`src/include/lmc_pkg.sv`:
```
package lmc_pkg;

  // ********************************************************
  // Keystroke codes
  // ********************************************************
  localparam logic [7:0] KEY_CR = 8'h0d;
  localparam logic [7:0] KEY_SLASH = 8'h2f;
  localparam logic [7:0] KEY_UP = 8'h5e;
  localparam logic [7:0] KEY_DEL = 8'h7f;
  localparam logic [7:0] KEY_D0 = 8'h30;
  localparam logic [7:0] KEY_D7 = 8'h37;
  localparam logic [7:0] KEY_B = 8'h42;
  localparam logic [7:0] KEY_D = 8'h44;
  localparam logic [7:0] KEY_G = 8'h47;
  localparam logic [7:0] KEY_L = 8'h4c;
  localparam logic [7:0] KEY_O = 8'h4f;
  localparam logic [7:0] KEY_Q = 8'h51;
  localparam logic [7:0] KEY_S = 8'h53;
  localparam logic [7:0] KEY_T = 8'h54;
  localparam logic [7:0] KEY_U = 8'h55;
  localparam logic [7:0] KEY_Y = 8'h59;

  // Function key numbers and host code used in emulation
  localparam logic [7:0] FKEY_CLEAR = 8'h00;
  localparam logic [7:0] FKEY_DUPLEX = 8'h01;
  localparam logic [7:0] FKEY_SYSTEM = 8'h0d;
  localparam logic [7:0] HOST_TO_SYSTEM = 8'h1d;

  // ********************************************************
  // Entry, address and bank figures
  // ********************************************************
  localparam int ENTRY_DIGITS = 6;
  localparam int ENTRY_W = 3 * ENTRY_DIGITS;
  localparam logic [2:0] ENTRY_CNT_MAX = 3'h6;
  localparam logic [15:0] ADDR_STEP = 16'h0002;
  localparam logic [2:0] BANK_LAST_MAPPED = 3'h3;
  localparam logic [2:0] BANK_MAX = 3'h4;
  localparam logic [2:0] BANK_RST = 3'h0;
  localparam int ROM_BIT = 15;
  localparam logic TTY_FULL_RST = 1'b1;

  // Valid option numbers: 1..3777 and 4001..7777 octal
  localparam logic [11:0] OPT_LO1 = 12'h001;
  localparam logic [11:0] OPT_HI1 = 12'h7ff;
  localparam logic [11:0] OPT_LO2 = 12'h801;

  // ********************************************************
  // Types
  // ********************************************************
  typedef enum logic [3:0] {
    ST_PATTERN, ST_MONITOR, ST_EXAM, ST_WRITE, ST_READ, ST_WAIT_CR,
    ST_OPTS, ST_REFRESH, ST_TTY, ST_SYSTEM, ST_RUN
  } lmc_state_t;

  typedef enum logic [2:0] {
    CMD_NONE, CMD_REFRESH, CMD_GO, CMD_LOAD, CMD_UNLOAD, CMD_OPTS,
    CMD_TTY, CMD_PATTERN
  } lmc_cmd_t;

  typedef enum logic [2:0] {
    DISP_PATTERN, DISP_PROMPT, DISP_WORD, DISP_ENTRY, DISP_QADDR
  } lmc_disp_t;

endpackage

```
`src/hdl/lmc_octal_entry.sv`:
```
`timescale 1ns/100ps
// Octal digit accumulator; one digit pushed or popped per cycle
module lmc_octal_entry
  import lmc_pkg::*;
(
  input wire logic clock,
  input wire logic srst,
  input wire logic push,
  input wire logic pop,
  input wire logic clear,
  input wire logic [2:0] digit,
  output logic [ENTRY_W-1:0] value,
  output logic [2:0] count
);

  // ********************************************************
  // Digit stack
  // ********************************************************
  // Digits shift in from the right, so a pop is a plain shift back
  always_ff @(posedge clock) begin
    if (srst || clear) begin
      value <= '0;
      count <= 3'h0;
    end else if (push && count != ENTRY_CNT_MAX) begin
      value <= {value[ENTRY_W-4:0], digit};
      count <= count + 3'h1;
    end else if (pop && count != 3'h0) begin
      value <= {3'h0, value[ENTRY_W-1:3]};
      count <= count - 3'h1;
    end
  end

endmodule

```
`src/hdl/lmc_monitor.sv`:
```
`timescale 1ns/100ps
module lmc_monitor
  import lmc_pkg::*;
(
  input wire logic clock,
  input wire logic srst,
  input wire logic key_valid,
  input wire logic key_func,
  input wire logic [7:0] key_code,
  input wire logic host_valid,
  input wire logic [7:0] host_code,
  input wire logic local_init,
  input wire logic halt_exec,
  input wire logic [15:0] halt_pc,
  input wire logic opts_end,
  input wire logic mem_ack,
  input wire logic [15:0] mem_rdata,
  output logic mem_req,
  output logic mem_we,
  output logic [17:0] mem_addr,
  output logic mem_rom_sel,
  output logic [15:0] mem_wdata,
  output logic disp_stb,
  output lmc_disp_t disp_kind,
  output logic [2:0] disp_bank,
  output logic [15:0] disp_addr,
  output logic [17:0] disp_data,
  output logic refresh_start,
  output logic [17:0] refresh_addr,
  output logic refresh_rom_sel,
  output logic go_start,
  output logic [15:0] go_addr,
  output logic tape_load,
  output logic opt_load,
  output logic [11:0] opt_num,
  output logic opt_unload,
  output logic opt_status,
  output logic tty_active,
  output logic tty_clear,
  output logic tty_full,
  output logic system_mode,
  output logic system_enter
);

  // ********************************************************
  // Declarations
  // ********************************************************
  lmc_state_t state_q;
  lmc_cmd_t cmd_q;
  lmc_cmd_t key_cmd;
  logic bsel_q;
  logic [2:0] bank_q;
  logic [15:0] cur_addr_q;
  logic rd_after_q;
  logic [15:0] halt_q;
  logic echo_q;
  logic loc_s1_q;
  logic loc_s2_q;
  logic loc_s3_q;
  logic loc_edge;
  logic [ENTRY_W-1:0] acc_val;
  logic [2:0] acc_cnt;
  logic has_dig;
  logic opt_ok;
  logic is_dig, is_cr, is_step, is_up, is_del, is_b, is_q, is_s;
  logic acc_push, acc_pop, acc_clr;
  logic ev_prompt, ev_mem_rd, ev_mem_wr, ev_word, ev_q, ev_sys;
  logic ex_refresh, ex_go, ex_tape, ex_opt, ex_unload, ex_opts;
  logic ex_tty, ex_pattern, ev_opt_next;
  logic [15:0] mem_va;
  logic [15:0] step_va;
  logic [18:0] mem_map;
  logic [18:0] ref_map;

  // Bank map: {rom_select, physical address}
  function automatic logic [18:0] phys_of(input logic [2:0] b, input logic [15:0] va);
    logic [18:0] r;
    r = {3'h0, va};
    if (b == BANK_RST) begin
      r[18] = va[ROM_BIT];
    end else if (b <= BANK_LAST_MAPPED) begin
      r[17:16] = b[1:0];
    end
    return r;
  endfunction

  // ********************************************************
  // Pushbutton synchroniser
  // ********************************************************
  // Third stage only feeds the edge detect, never the first
  always_ff @(posedge clock) begin
    if (srst) begin
      loc_s1_q <= 1'b0;
      loc_s2_q <= 1'b0;
      loc_s3_q <= 1'b0;
    end else begin
      loc_s1_q <= local_init;
      loc_s2_q <= loc_s1_q;
      loc_s3_q <= loc_s2_q;
    end
  end

  assign loc_edge = loc_s2_q & ~loc_s3_q;

  // ********************************************************
  // Keystroke decode
  // ********************************************************
  assign is_dig = key_valid && !key_func && key_code >= KEY_D0 && key_code <= KEY_D7;
  assign is_cr = key_valid && !key_func && key_code == KEY_CR;
  assign is_up = key_valid && !key_func && key_code == KEY_UP;
  assign is_step = is_up || (key_valid && !key_func && key_code == KEY_SLASH);
  assign is_del = key_valid && !key_func && key_code == KEY_DEL;
  assign is_b = key_valid && !key_func && key_code == KEY_B;
  assign is_q = key_valid && !key_func && key_code == KEY_Q;
  assign is_s = key_valid && !key_func && key_code == KEY_S;
  assign has_dig = acc_cnt != 3'h0;
  assign step_va = is_up ? cur_addr_q - ADDR_STEP : cur_addr_q + ADDR_STEP;
  assign opt_ok = acc_val[ENTRY_W-1:12] == '0 &&
                  ((acc_val[11:0] >= OPT_LO1 && acc_val[11:0] <= OPT_HI1) ||
                   acc_val[11:0] >= OPT_LO2);

  // Letter keys that wait for carriage return
  always_comb begin
    key_cmd = CMD_NONE;
    if (key_valid && !key_func) begin
      unique case (key_code)
        KEY_D: key_cmd = CMD_REFRESH;
        KEY_G: key_cmd = CMD_GO;
        KEY_L: key_cmd = CMD_LOAD;
        KEY_U: key_cmd = CMD_UNLOAD;
        KEY_O: key_cmd = CMD_OPTS;
        KEY_Y: key_cmd = CMD_TTY;
        KEY_T: key_cmd = CMD_PATTERN;
        default: key_cmd = CMD_NONE;
      endcase
    end
  end

  // ********************************************************
  // Event decode per state
  // ********************************************************
  always_comb begin
    acc_push = 1'b0;
    acc_pop = 1'b0;
    acc_clr = 1'b0;
    ev_prompt = 1'b0;
    ev_mem_rd = 1'b0;
    ev_mem_wr = 1'b0;
    ev_word = 1'b0;
    ev_q = 1'b0;
    ev_sys = 1'b0;
    ev_opt_next = 1'b0;
    ex_refresh = 1'b0;
    ex_go = 1'b0;
    ex_tape = 1'b0;
    ex_opt = 1'b0;
    ex_unload = 1'b0;
    ex_opts = 1'b0;
    ex_tty = 1'b0;
    ex_pattern = 1'b0;
    mem_va = cur_addr_q;
    if (!loc_edge) begin
      unique case (state_q)
        ST_PATTERN: ev_prompt = is_cr;
        ST_MONITOR: begin
          if (bsel_q) begin
            acc_clr = 1'b0;
          end else if (is_dig && cmd_q == CMD_NONE) begin
            acc_push = 1'b1;
          end else if (is_del && cmd_q == CMD_NONE) begin
            acc_pop = 1'b1;
          end else if (is_step && !is_up && has_dig && cmd_q == CMD_NONE) begin
            ev_mem_rd = 1'b1;
            mem_va = acc_val[15:0];
            acc_clr = 1'b1;
          end else if (is_q) begin
            ev_q = 1'b1;
            acc_clr = 1'b1;
          end else if (is_s) begin
            ev_sys = 1'b1;
            acc_clr = 1'b1;
          end else if (is_cr) begin
            acc_clr = 1'b1;
            unique case (cmd_q)
              CMD_NONE: ev_prompt = !has_dig;
              CMD_REFRESH: ex_refresh = has_dig;
              CMD_GO: ex_go = has_dig;
              CMD_LOAD: begin
                ex_tape = !has_dig;
                ex_opt = has_dig && opt_ok;
                ev_prompt = !has_dig || opt_ok;
              end
              CMD_UNLOAD: begin
                ex_unload = !has_dig;
                ev_prompt = !has_dig;
              end
              CMD_OPTS: ex_opts = !has_dig;
              CMD_TTY: ex_tty = !has_dig;
              CMD_PATTERN: ex_pattern = !has_dig;
            endcase
          end
        end
        ST_EXAM: begin
          if (is_dig) begin
            acc_push = 1'b1;
          end else if (is_del) begin
            acc_pop = 1'b1;
          end else if (is_step || is_cr) begin
            acc_clr = 1'b1;
            ev_mem_wr = has_dig;
            ev_prompt = is_cr && !has_dig;
            ev_mem_rd = is_step && !has_dig;
            mem_va = has_dig ? cur_addr_q : step_va;  // Deposit lands on shown word
          end
        end
        ST_WRITE: begin
          // Follow-up read waits until the write's request has dropped
          ev_mem_rd = rd_after_q && !mem_req;
          ev_prompt = mem_ack && !rd_after_q;
        end
        ST_READ: ev_word = mem_ack;
        ST_WAIT_CR, ST_REFRESH: ev_prompt = is_cr;
        ST_OPTS: begin
          ev_prompt = is_cr && opts_end;
          ev_opt_next = is_cr && !opts_end;
        end
        ST_TTY: begin
          ev_sys = (key_valid && key_func && key_code == FKEY_SYSTEM) ||
                   (host_valid && host_code == HOST_TO_SYSTEM);
        end
        ST_SYSTEM, ST_RUN: ev_sys = 1'b0;
      endcase
    end
  end

  assign mem_map = phys_of(bank_q, mem_va);
  assign ref_map = phys_of(bank_q, acc_val[15:0]);

  lmc_octal_entry u_entry (
    .clock(clock),
    .srst(srst),
    .push(acc_push),
    .pop(acc_pop),
    .clear(acc_clr || loc_edge),
    .digit(key_code[2:0]),
    .value(acc_val),
    .count(acc_cnt)
  );

  // ********************************************************
  // Command state
  // ********************************************************
  // Keys not matched above leave every field alone
  always_ff @(posedge clock) begin
    if (srst) begin
      state_q <= ST_PATTERN;
      cmd_q <= CMD_NONE;
      bsel_q <= 1'b0;
      bank_q <= BANK_RST;
      cur_addr_q <= '0;
      rd_after_q <= 1'b0;
    end else if (loc_edge) begin
      state_q <= ST_PATTERN;
      cmd_q <= CMD_NONE;
      bsel_q <= 1'b0;
    end else begin
      if (ev_prompt) state_q <= ST_MONITOR;
      if (ev_word) state_q <= ST_EXAM;
      if (ev_q) state_q <= ST_WAIT_CR;
      if (ex_refresh) state_q <= ST_REFRESH;
      if (ex_go) state_q <= ST_RUN;
      if (ex_opts) state_q <= ST_OPTS;
      if (ex_tty) state_q <= ST_TTY;
      if (ex_pattern) state_q <= ST_PATTERN;
      if (ev_sys) state_q <= ST_SYSTEM;
      if (ev_mem_rd) begin
        state_q <= ST_READ;
        cur_addr_q <= mem_va;
      end
      if (ev_mem_wr) begin
        state_q <= ST_WRITE;
        rd_after_q <= is_step;
        if (is_step) cur_addr_q <= step_va;
      end
      if (state_q == ST_MONITOR) begin
        if (bsel_q) begin
          if (is_dig || is_del || is_cr) bsel_q <= 1'b0;
          if (is_dig && key_code[2:0] <= BANK_MAX) bank_q <= key_code[2:0];
        end else if (is_b && cmd_q == CMD_NONE && !has_dig) begin
          bsel_q <= 1'b1;
        end else if (is_cr || is_q || is_s) begin
          cmd_q <= CMD_NONE;
        end else if (is_del && cmd_q != CMD_NONE) begin
          cmd_q <= CMD_NONE;
        end else if (key_cmd != CMD_NONE && cmd_q == CMD_NONE) begin
          cmd_q <= key_cmd;
        end
      end
    end
  end

  // ********************************************************
  // Memory access
  // ********************************************************
  // Request holds until acknowledged; keys arriving meanwhile are ignored
  always_ff @(posedge clock) begin
    if (srst) begin
      mem_req <= 1'b0;
      mem_we <= 1'b0;
      mem_addr <= '0;
      mem_rom_sel <= 1'b0;
      mem_wdata <= '0;
    end else if (ev_mem_wr) begin
      mem_req <= 1'b1;
      mem_we <= 1'b1;
      mem_addr <= mem_map[17:0];
      mem_rom_sel <= mem_map[18];
      mem_wdata <= acc_val[15:0];
    end else if (ev_mem_rd) begin
      mem_req <= 1'b1;
      mem_we <= 1'b0;
      mem_addr <= mem_map[17:0];
      mem_rom_sel <= mem_map[18];
    end else if (mem_ack) begin
      mem_req <= 1'b0;
    end
  end

  // ********************************************************
  // Saved halt address
  // ********************************************************
  // A halt in the same cycle as Q wins: the fresh value matters
  always_ff @(posedge clock) begin
    if (srst) begin
      halt_q <= '0;
    end else if (halt_exec) begin
      halt_q <= halt_pc;
    end else if (ev_q) begin
      halt_q <= halt_q - ADDR_STEP;
    end
  end

  // ********************************************************
  // Display requests
  // ********************************************************
  always_ff @(posedge clock) begin
    if (srst) begin
      echo_q <= 1'b0;
      disp_stb <= 1'b0;
      disp_kind <= DISP_PATTERN;
      disp_bank <= BANK_RST;
      disp_addr <= '0;
      disp_data <= '0;
    end else begin
      echo_q <= state_q == ST_EXAM && (acc_push || acc_pop);
      disp_stb <= 1'b0;
      disp_bank <= bank_q;
      if (loc_edge || ex_pattern) begin
        disp_stb <= 1'b1;
        disp_kind <= DISP_PATTERN;
      end else if (ev_prompt) begin
        disp_stb <= 1'b1;
        disp_kind <= DISP_PROMPT;
      end else if (ev_word) begin
        disp_stb <= 1'b1;
        disp_kind <= DISP_WORD;
        disp_addr <= cur_addr_q;
        disp_data <= {2'h0, mem_rdata};
      end else if (ev_q) begin
        disp_stb <= 1'b1;
        disp_kind <= DISP_QADDR;
        disp_data <= {2'h0, halt_q - ADDR_STEP};
      end else if (echo_q) begin
        disp_stb <= 1'b1;
        disp_kind <= DISP_ENTRY;
        disp_data <= acc_val;
      end
    end
  end

  // ********************************************************
  // Command outputs
  // ********************************************************
  always_ff @(posedge clock) begin
    if (srst) begin
      refresh_start <= 1'b0;
      refresh_addr <= '0;
      refresh_rom_sel <= 1'b0;
      go_start <= 1'b0;
      go_addr <= '0;
      tape_load <= 1'b0;
      opt_load <= 1'b0;
      opt_num <= '0;
      opt_unload <= 1'b0;
      opt_status <= 1'b0;
      system_enter <= 1'b0;
    end else begin
      refresh_start <= ex_refresh;
      go_start <= ex_go;
      tape_load <= ex_tape;
      opt_load <= ex_opt;
      opt_unload <= ex_unload;
      opt_status <= ex_opts || ev_opt_next;
      system_enter <= ev_sys;
      if (ex_refresh) begin
        refresh_addr <= ref_map[17:0];
        refresh_rom_sel <= ref_map[18];
      end
      if (ex_go) go_addr <= acc_val[15:0];
      if (ex_opt) opt_num <= acc_val[11:0];
    end
  end

  // ********************************************************
  // Mode levels and emulation keys
  // ********************************************************
  always_ff @(posedge clock) begin
    if (srst) begin
      tty_active <= 1'b0;
      tty_clear <= 1'b0;
      tty_full <= TTY_FULL_RST;
      system_mode <= 1'b0;
    end else begin
      tty_clear <= 1'b0;
      if (loc_edge) begin
        tty_active <= 1'b0;
        system_mode <= 1'b0;
      end else begin
        if (ex_tty) tty_active <= 1'b1;
        if (ev_sys) begin
          tty_active <= 1'b0;
          system_mode <= 1'b1;
        end
        if (state_q == ST_TTY && key_valid && key_func) begin
          tty_clear <= key_code == FKEY_CLEAR;
          if (key_code == FKEY_DUPLEX) tty_full <= !tty_full;
        end
      end
    end
  end

endmodule

```
`config.mk`:
```
export PLATFORM = sky130hd
export DESIGN_NAME = lmc_monitor
export DESIGN_NICKNAME = d
export VERILOG_FILES = /design/src/include/lmc_pkg.sv /design/src/hdl/lmc_octal_entry.sv /design/src/hdl/lmc_monitor.sv
export SDC_FILE = /design/constraint.sdc
export NUM_CORES = 1
export LEC_CHECK = 0
export BUFFER_PORTS_ARGS = -buffer_cell sky130_fd_sc_hd__buf_2
export CAP_MARGIN = 15
export CORE_ASPECT_RATIO = 1.75
export CORE_MARGIN = 2
export CORE_UTILIZATION = 30
export CTS_CLUSTER_DIAMETER = 80
export DETAILED_ROUTE_END_ITERATION = 10
export REMOVE_ABC_BUFFERS = 1
export SYNTH_ARGS = -nofsm -noshare
export SYNTH_HDL_FRONTEND = slang
export SYNTH_HIERARCHICAL = 1
export SYNTH_SLANG_ARGS = --single-unit
```
`constraint.sdc`:
```
create_clock -name clock -period 5.2 [get_ports clock]
set_clock_uncertainty 0.1 [all_clocks]
set_input_delay 0.52 -clock clock [delete_from_list [all_inputs] [get_ports clock]]
set_output_delay 0.52 -clock clock [all_outputs]
set_load 0.1 [all_outputs]
```
==> results of run 1 <==
-- critical path, cell delays in order --
cell and delay (ns):
buf_2 0.20, nor4bb_1 0.68, and3_1 0.52, ha_1 0.32, o21ai_0 0.17, nor4_1 0.55, o31ai_1 0.19, a2111oi_0 0.59
o31ai_1 0.21, a22oi_1 0.18, a211oi_1 0.10
-- logic make-up (layout without fill, tap and decap cells) --
family	Yosys count	after routing
AOI/OAI and AO/OA	346	346
adders and majority gates	16	16
buffers and inverters	123	283
and+or+nand+nor	554	554
DFF	205	205
xor gates and xnor gates	40	40
muxes	33	33
-- area by class of cell --
cell class,count,area [um2],share of cell area
timing repair buffer,219,1170,0.0918
inverter,26,97.6,0.00768
multi-input combinational,989,5960,0.470
sequential,205,4100,0.323
clock buffer,27,609,0.0480
clock inverter,11,176,0.0139
tap,465,582,0.0458
-- placed cells by master (no fill, tap or decap), types with 15 or more instances in the layout --
master     netlist  final
a211oi_1        17     17
a21oi_1        135    134
a22oi_1         30     30
buf_2           14    191
buf_4            1     28
clkbuf_16        0     22
dfxtp_1        205    205
ha_1            15     15
inv_1           25     25
mux2i_1         32     32
nand2_1        227    227
nand3_1         31     31
nor2_1         115    115
nor3_1          34     33
nor3b_1         18     18
nor4_1          20     20
o21ai_0         52     51
or3_1           17     17
xnor2_1         21     21
xor2_1          19     19
-- per-stage QoR --
stage / util / cell area (um2) / setup WS, ns
floorplan: - / 10100 / 0.918
detailed placement: 0.341 / 11900 / 0.796
CTS: 0.363 / 12700 / 1.37
finish: 0.363 / 12700 / 1.25
global placement: 0.341 / 11900 / 0.818
global route: 0.363 / 12700 / 0.850
-- metal layers --
| metal | part of all wire | routed length (um) | up-vias | GRT usage |
|---|---|---|---|---|
| met1 | 0.36 | 14300 | 4992 | 0.221 |
| met2 | 0.52 | 20500 | 402 | 0.385 |
| li1 | - | - | 5021 | - |
| met5 | 0 | 0 | - | 0 |
| met4 | 0.062 | 2440 | 0 | 0.129 |
| met3 | 0.058 | 2290 | 109 | 0.0301 |
-- flip-flops by register name (all words and copies together), names as in the netlist, 4 cells and up --
name and count:
mem_wdata 16, halt_q 16, disp_addr 16, mem_addr 18, go_addr 16, u_entry/value 18
state_q 4, refresh_addr 18, cur_addr_q 16, opt_num 12, disp_data 18
-- how the worst min path moves through the flow --
stage                        endpoint
after floorplan              loc_s2_q
after global placement       loc_s2_q
after detailed placement  system_mode
after CTS                    loc_s1_q
after global routing         loc_s1_q
final                        loc_s1_q
-- power groups by stage --
stage / clock network (mW) / registers, mW / logic [mW]
CTS: 1.79 / 1.59 / 0.160
detailed placement: 0 / 1.62 / 0.159
global placement: 0 / 1.62 / 0.157
finish: 1.74 / 1.59 / 0.159
global route: 1.84 / 1.59 / 0.175
floorplan: 0 / 1.62 / 0.0728
==> metrics.yaml, run 1 <==
place_congestion: 0.900
tightestPinTransition_ns: 1.02
path_class: "in2reg"
fmax_ghz: 0.253
drv_cap: 0
n_antenna_cell: 0
synthSimpleGateAreaFrac: 0.256
p_int_mw: 2.67
slew_viol_final: 0
yosys-top-cells-count: "nand2_1, dfxtp_1, a21oi_1, nor2_1, clkbuf_1"
combPwrFrac: 0.046
min_from: "local_init"
syn2layout_area_growth_pct: 20.2
nets: 1536
tns_ns: 0
initial_core_util: 0.302
h-tree-depth: 1
dp.cells: 1904
synthArstFlopShare: 0
synth-adder-area-share: 0.0197
endpoint_kind: "register"
synth-compound-area-share: 0.223
worstSetupEndpoint: "mem_addr[12]"
dieWidth_um: 146
timing.rr.start: "state_q[3]"
grt_pass1_wl_um: 60100
cts.clk_slew.worst_paths_ns: 0.06
wl_per_cell_um: 20.3
cp.required_ns: 5.49
holdCritPathClass: "in2reg"
ys_types: 89
p_clk_frac: 0.499
ys_ff_latch: 205
power_frac_seq: 0.455
drt-total-wl_um: 39500
n_fill_cell: 3687
start_kind: "input pin"
die_height_um: 252
first_pass_iters: 6
cts_resized: 0
relSlewSlack: 0.316
critPathLaunch: "key_code[0]"
leakage_nw: 5.00
overflow: 0
drtIter0Drc: 665
syn_area_mm2: 0.0106
vias: 10524
hpwl_um: 28500
status: "finished, final reports clean"
clockBufferDepth: 3
io_pins: 193
postCtsSetupBuffers: 0
synth_top_family_by_area: "simple AND/OR/NAND/NOR gates"
viasPerCell: 5.42
switchingPower_mw: 0.817
timing.final.crit_share: 0.759
rsz0062_at_grt: "false"
fin_crit_ns: 3.95
antenna_found_initial: 0
dieArea_mm2: 0.0368
drc_errors: 0
worstHoldPathCells: 2
cts_hold_buf: 0
r2r_cells: 11
synth-xor-area-share: 0.0332
vdd_drop_max_v: 0.000246
syn_avg_cell_area_um2: 8.02
fin_cells: 1942
whs_ns: 0.0938
p_per_area_mw_per_mm2: 275
finalPower_mw: 3.49
cts-root-buf: "clkbuf_16"
cts.sinks: 205
core_area_mm2: 0.0350
grt.total_usage: 0.208
power.share.switching: 0.234
synth_largest_area_cell: "dfxtp_1"
synth_top_cell_area_share: 0.388
yosysMostFrequentCell: "nand2_1"
drive_gt1_frac: 0.203
cts_tree: "yes"
ys_seq_area_frac: 0.388
setup_viol: 0
numPortBuffers: 192
yosysWarnings: 6
hold_viol: 0
synthTopCellsByArea: "dfxtp_1, nand2_1, a21oi_1"
antenna_left: 0
netlist_instances: 1317
cts_buffers: 22
grt_pass1_vias: 10191
arrival_ns: 4.23
grt_max_degree: 57
rows: 91
r2r_end: "u_entry/count[2]"
cp_max_fo: 17
rrSetupSlack_ns: 1.34
synth_edf_count: 0
synthMuxAreaShare: 0.0314
ys.flop_type: "dfxtp_1"
clock_latency_ns: 0.55
Note: power is estimated with default switching activity, not from simulation.
==> run 2: changes to the inputs <==
Clock period 5.2 ns to 3.6 ns, I/O delays scaled along.
==> run 2 against run 1 <==
Total power increased by 42%. First-iteration DRC count increased by 25%. Clock-buffer cell count grew 2. Sequential power is 44% higher. Die area unchanged. Clock power rose by 39%. Critical path depth is 3 lower. Combinational power is 59% higher. Final cell count grew 4.3%. Largest cell class unchanged.
==> metrics.yaml, run 2 (synthesis results as in run 1) <==
grt_pass1_wl_um: 60900
vias: 10812
place_area_mm2: 0.0124
cts_tree: "yes"
timing.final.crit_share: 0.907
h-tree-depth: 1
fin_crit_ns: 3.26
relSlewSlack: 0.293
antenna_found_initial: 0
overflow: 0
first_pass_iters: 6
whs_ns: 0.0444
drtIter0Drc: 830
drv_cap: 0
cts-root-buf: "clkbuf_16"
cp_max_fo: 10
viasPerCell: 5.34
die_height_um: 252
cp.required_ns: 3.90
n_antenna_cell: 0
arrival_ns: 3.56
tightestPinTransition_ns: 1.06
syn2layout_area_growth_pct: 26.3
holdCritPathClass: "in2reg"
antenna_left: 0
endpoint_kind: "register"
hold_viol: 0
final_common_cell: "nand2_1"
core_area_mm2: 0.0350
grt_max_degree: 95
drive_gt1_frac: 0.234
clock_latency_ns: 0.54
path_class: "reg2reg"
cts.sinks: 205
hpwl_um: 29300
start_kind: "register"
place_congestion: 0.934
rows: 91
setup_viol: 0
p_per_area_mw_per_mm2: 372
initial_core_util: 0.302
rsz0062_at_grt: "false"
fmax_ghz: 0.306
clockBufferDepth: 3
grt_pass1_vias: 10522
wl_per_cell_um: 19.9
slew_viol_final: 0
io_pins: 193
postCtsSetupBuffers: 0
final_cell_mix: "nand2_1, dfxtp_1, buf_2"
status: "finished, final reports clean"
cts.clk_slew.worst_paths_ns: 0.07
grt.total_usage: 0.210
dieArea_mm2: 0.0368
leakage_nw: 5.39
drc_errors: 0
vdd_drop_max_v: 0.000312
numPortBuffers: 192
drt-total-wl_um: 40300
cts_buffers: 22
dieWidth_um: 146
stdcell_area_mm2: 0.0133
nets: 1618
[run 2: final timing paths]
| path | start | end | slack (ns) | cells past startpoint |
|---|---|---|---|---|
| worst max-delay path | state_q[1] | cur_addr_q[9] | 0.34 | 8 |
| worst min-delay path | halt_pc[2] | halt_q[2] | 0.04 | 4 |
| worst max register to register | state_q[1] | cur_addr_q[9] | 0.34 | 8 |
| worst min register to register | mem_wdata[0] | mem_wdata[0] | 0.35 | 2 |
[run 2: stage by stage]
| step | utilization | worst slack [ns] | total power [mW] | instances | setup TNS [ns] |
|---|---|---|---|---|---|
| floorplan | - | -0.682 | 2.45 | 1220 | -10.86 |
| global route | 0.382 | 0.205 | 5.11 | 2026 | 0 |
| CTS | 0.382 | 0.427 | 5.01 | 2026 | 0 |
| global placement | 0.356 | 0.0152 | 2.58 | 1971 | 0 |
| finish | 0.382 | 0.336 | 4.96 | 2026 | 0 |
| detailed placement | 0.356 | -0.00889 | 2.58 | 1971 | -0.00889 |
[run 2: per-layer routing]
metal,global-route usage,part of all wire,vias to the layer above
met5,0,0,-
met2,0.382,0.51,379
met3,0.0318,0.053,116
met4,0.132,0.064,0
met1,0.225,0.37,5143
li1,-,-,5174
[run 2: power breakdown]
part	internal, mW	switching [mW]	total [mW]
sequential	2.28	0.0147	2.29
combinational	0.0997	0.153	0.253
clock	1.41	1.00	2.41
total	3.79	1.17	4.96
[run 2: worst max-delay path, stage by stage, from the launching register on]
cell and delay (ns):
dfxtp_1 0.31, or4b_1 0.63, or2_0 0.29, buf_4 0.19, nor3_2 0.48, o31ai_2 0.17
nand2_1 0.44, nor2_1 0.09, a2111oi_0 0.42
[run 2: layout make-up]
cell class	instances	area [um2]
clock buffers	29	608
repair buffers	301	1840
inverters	26	97.6
flip-flops and latches	205	4100
fillers	3696	21600
well taps	465	582
multi-input cells	989	5960
clock inverters	11	143
[run 2: timing repair]
| item | 4_1_cts | 5_1_grt |
|---|---|---|
| hold buffers | 15 | 0 |
| setup endpoints to repair | 0 | 0 |
| gates resized for setup | 0 | 0 |
| hold endpoints to repair | 15 | 0 |
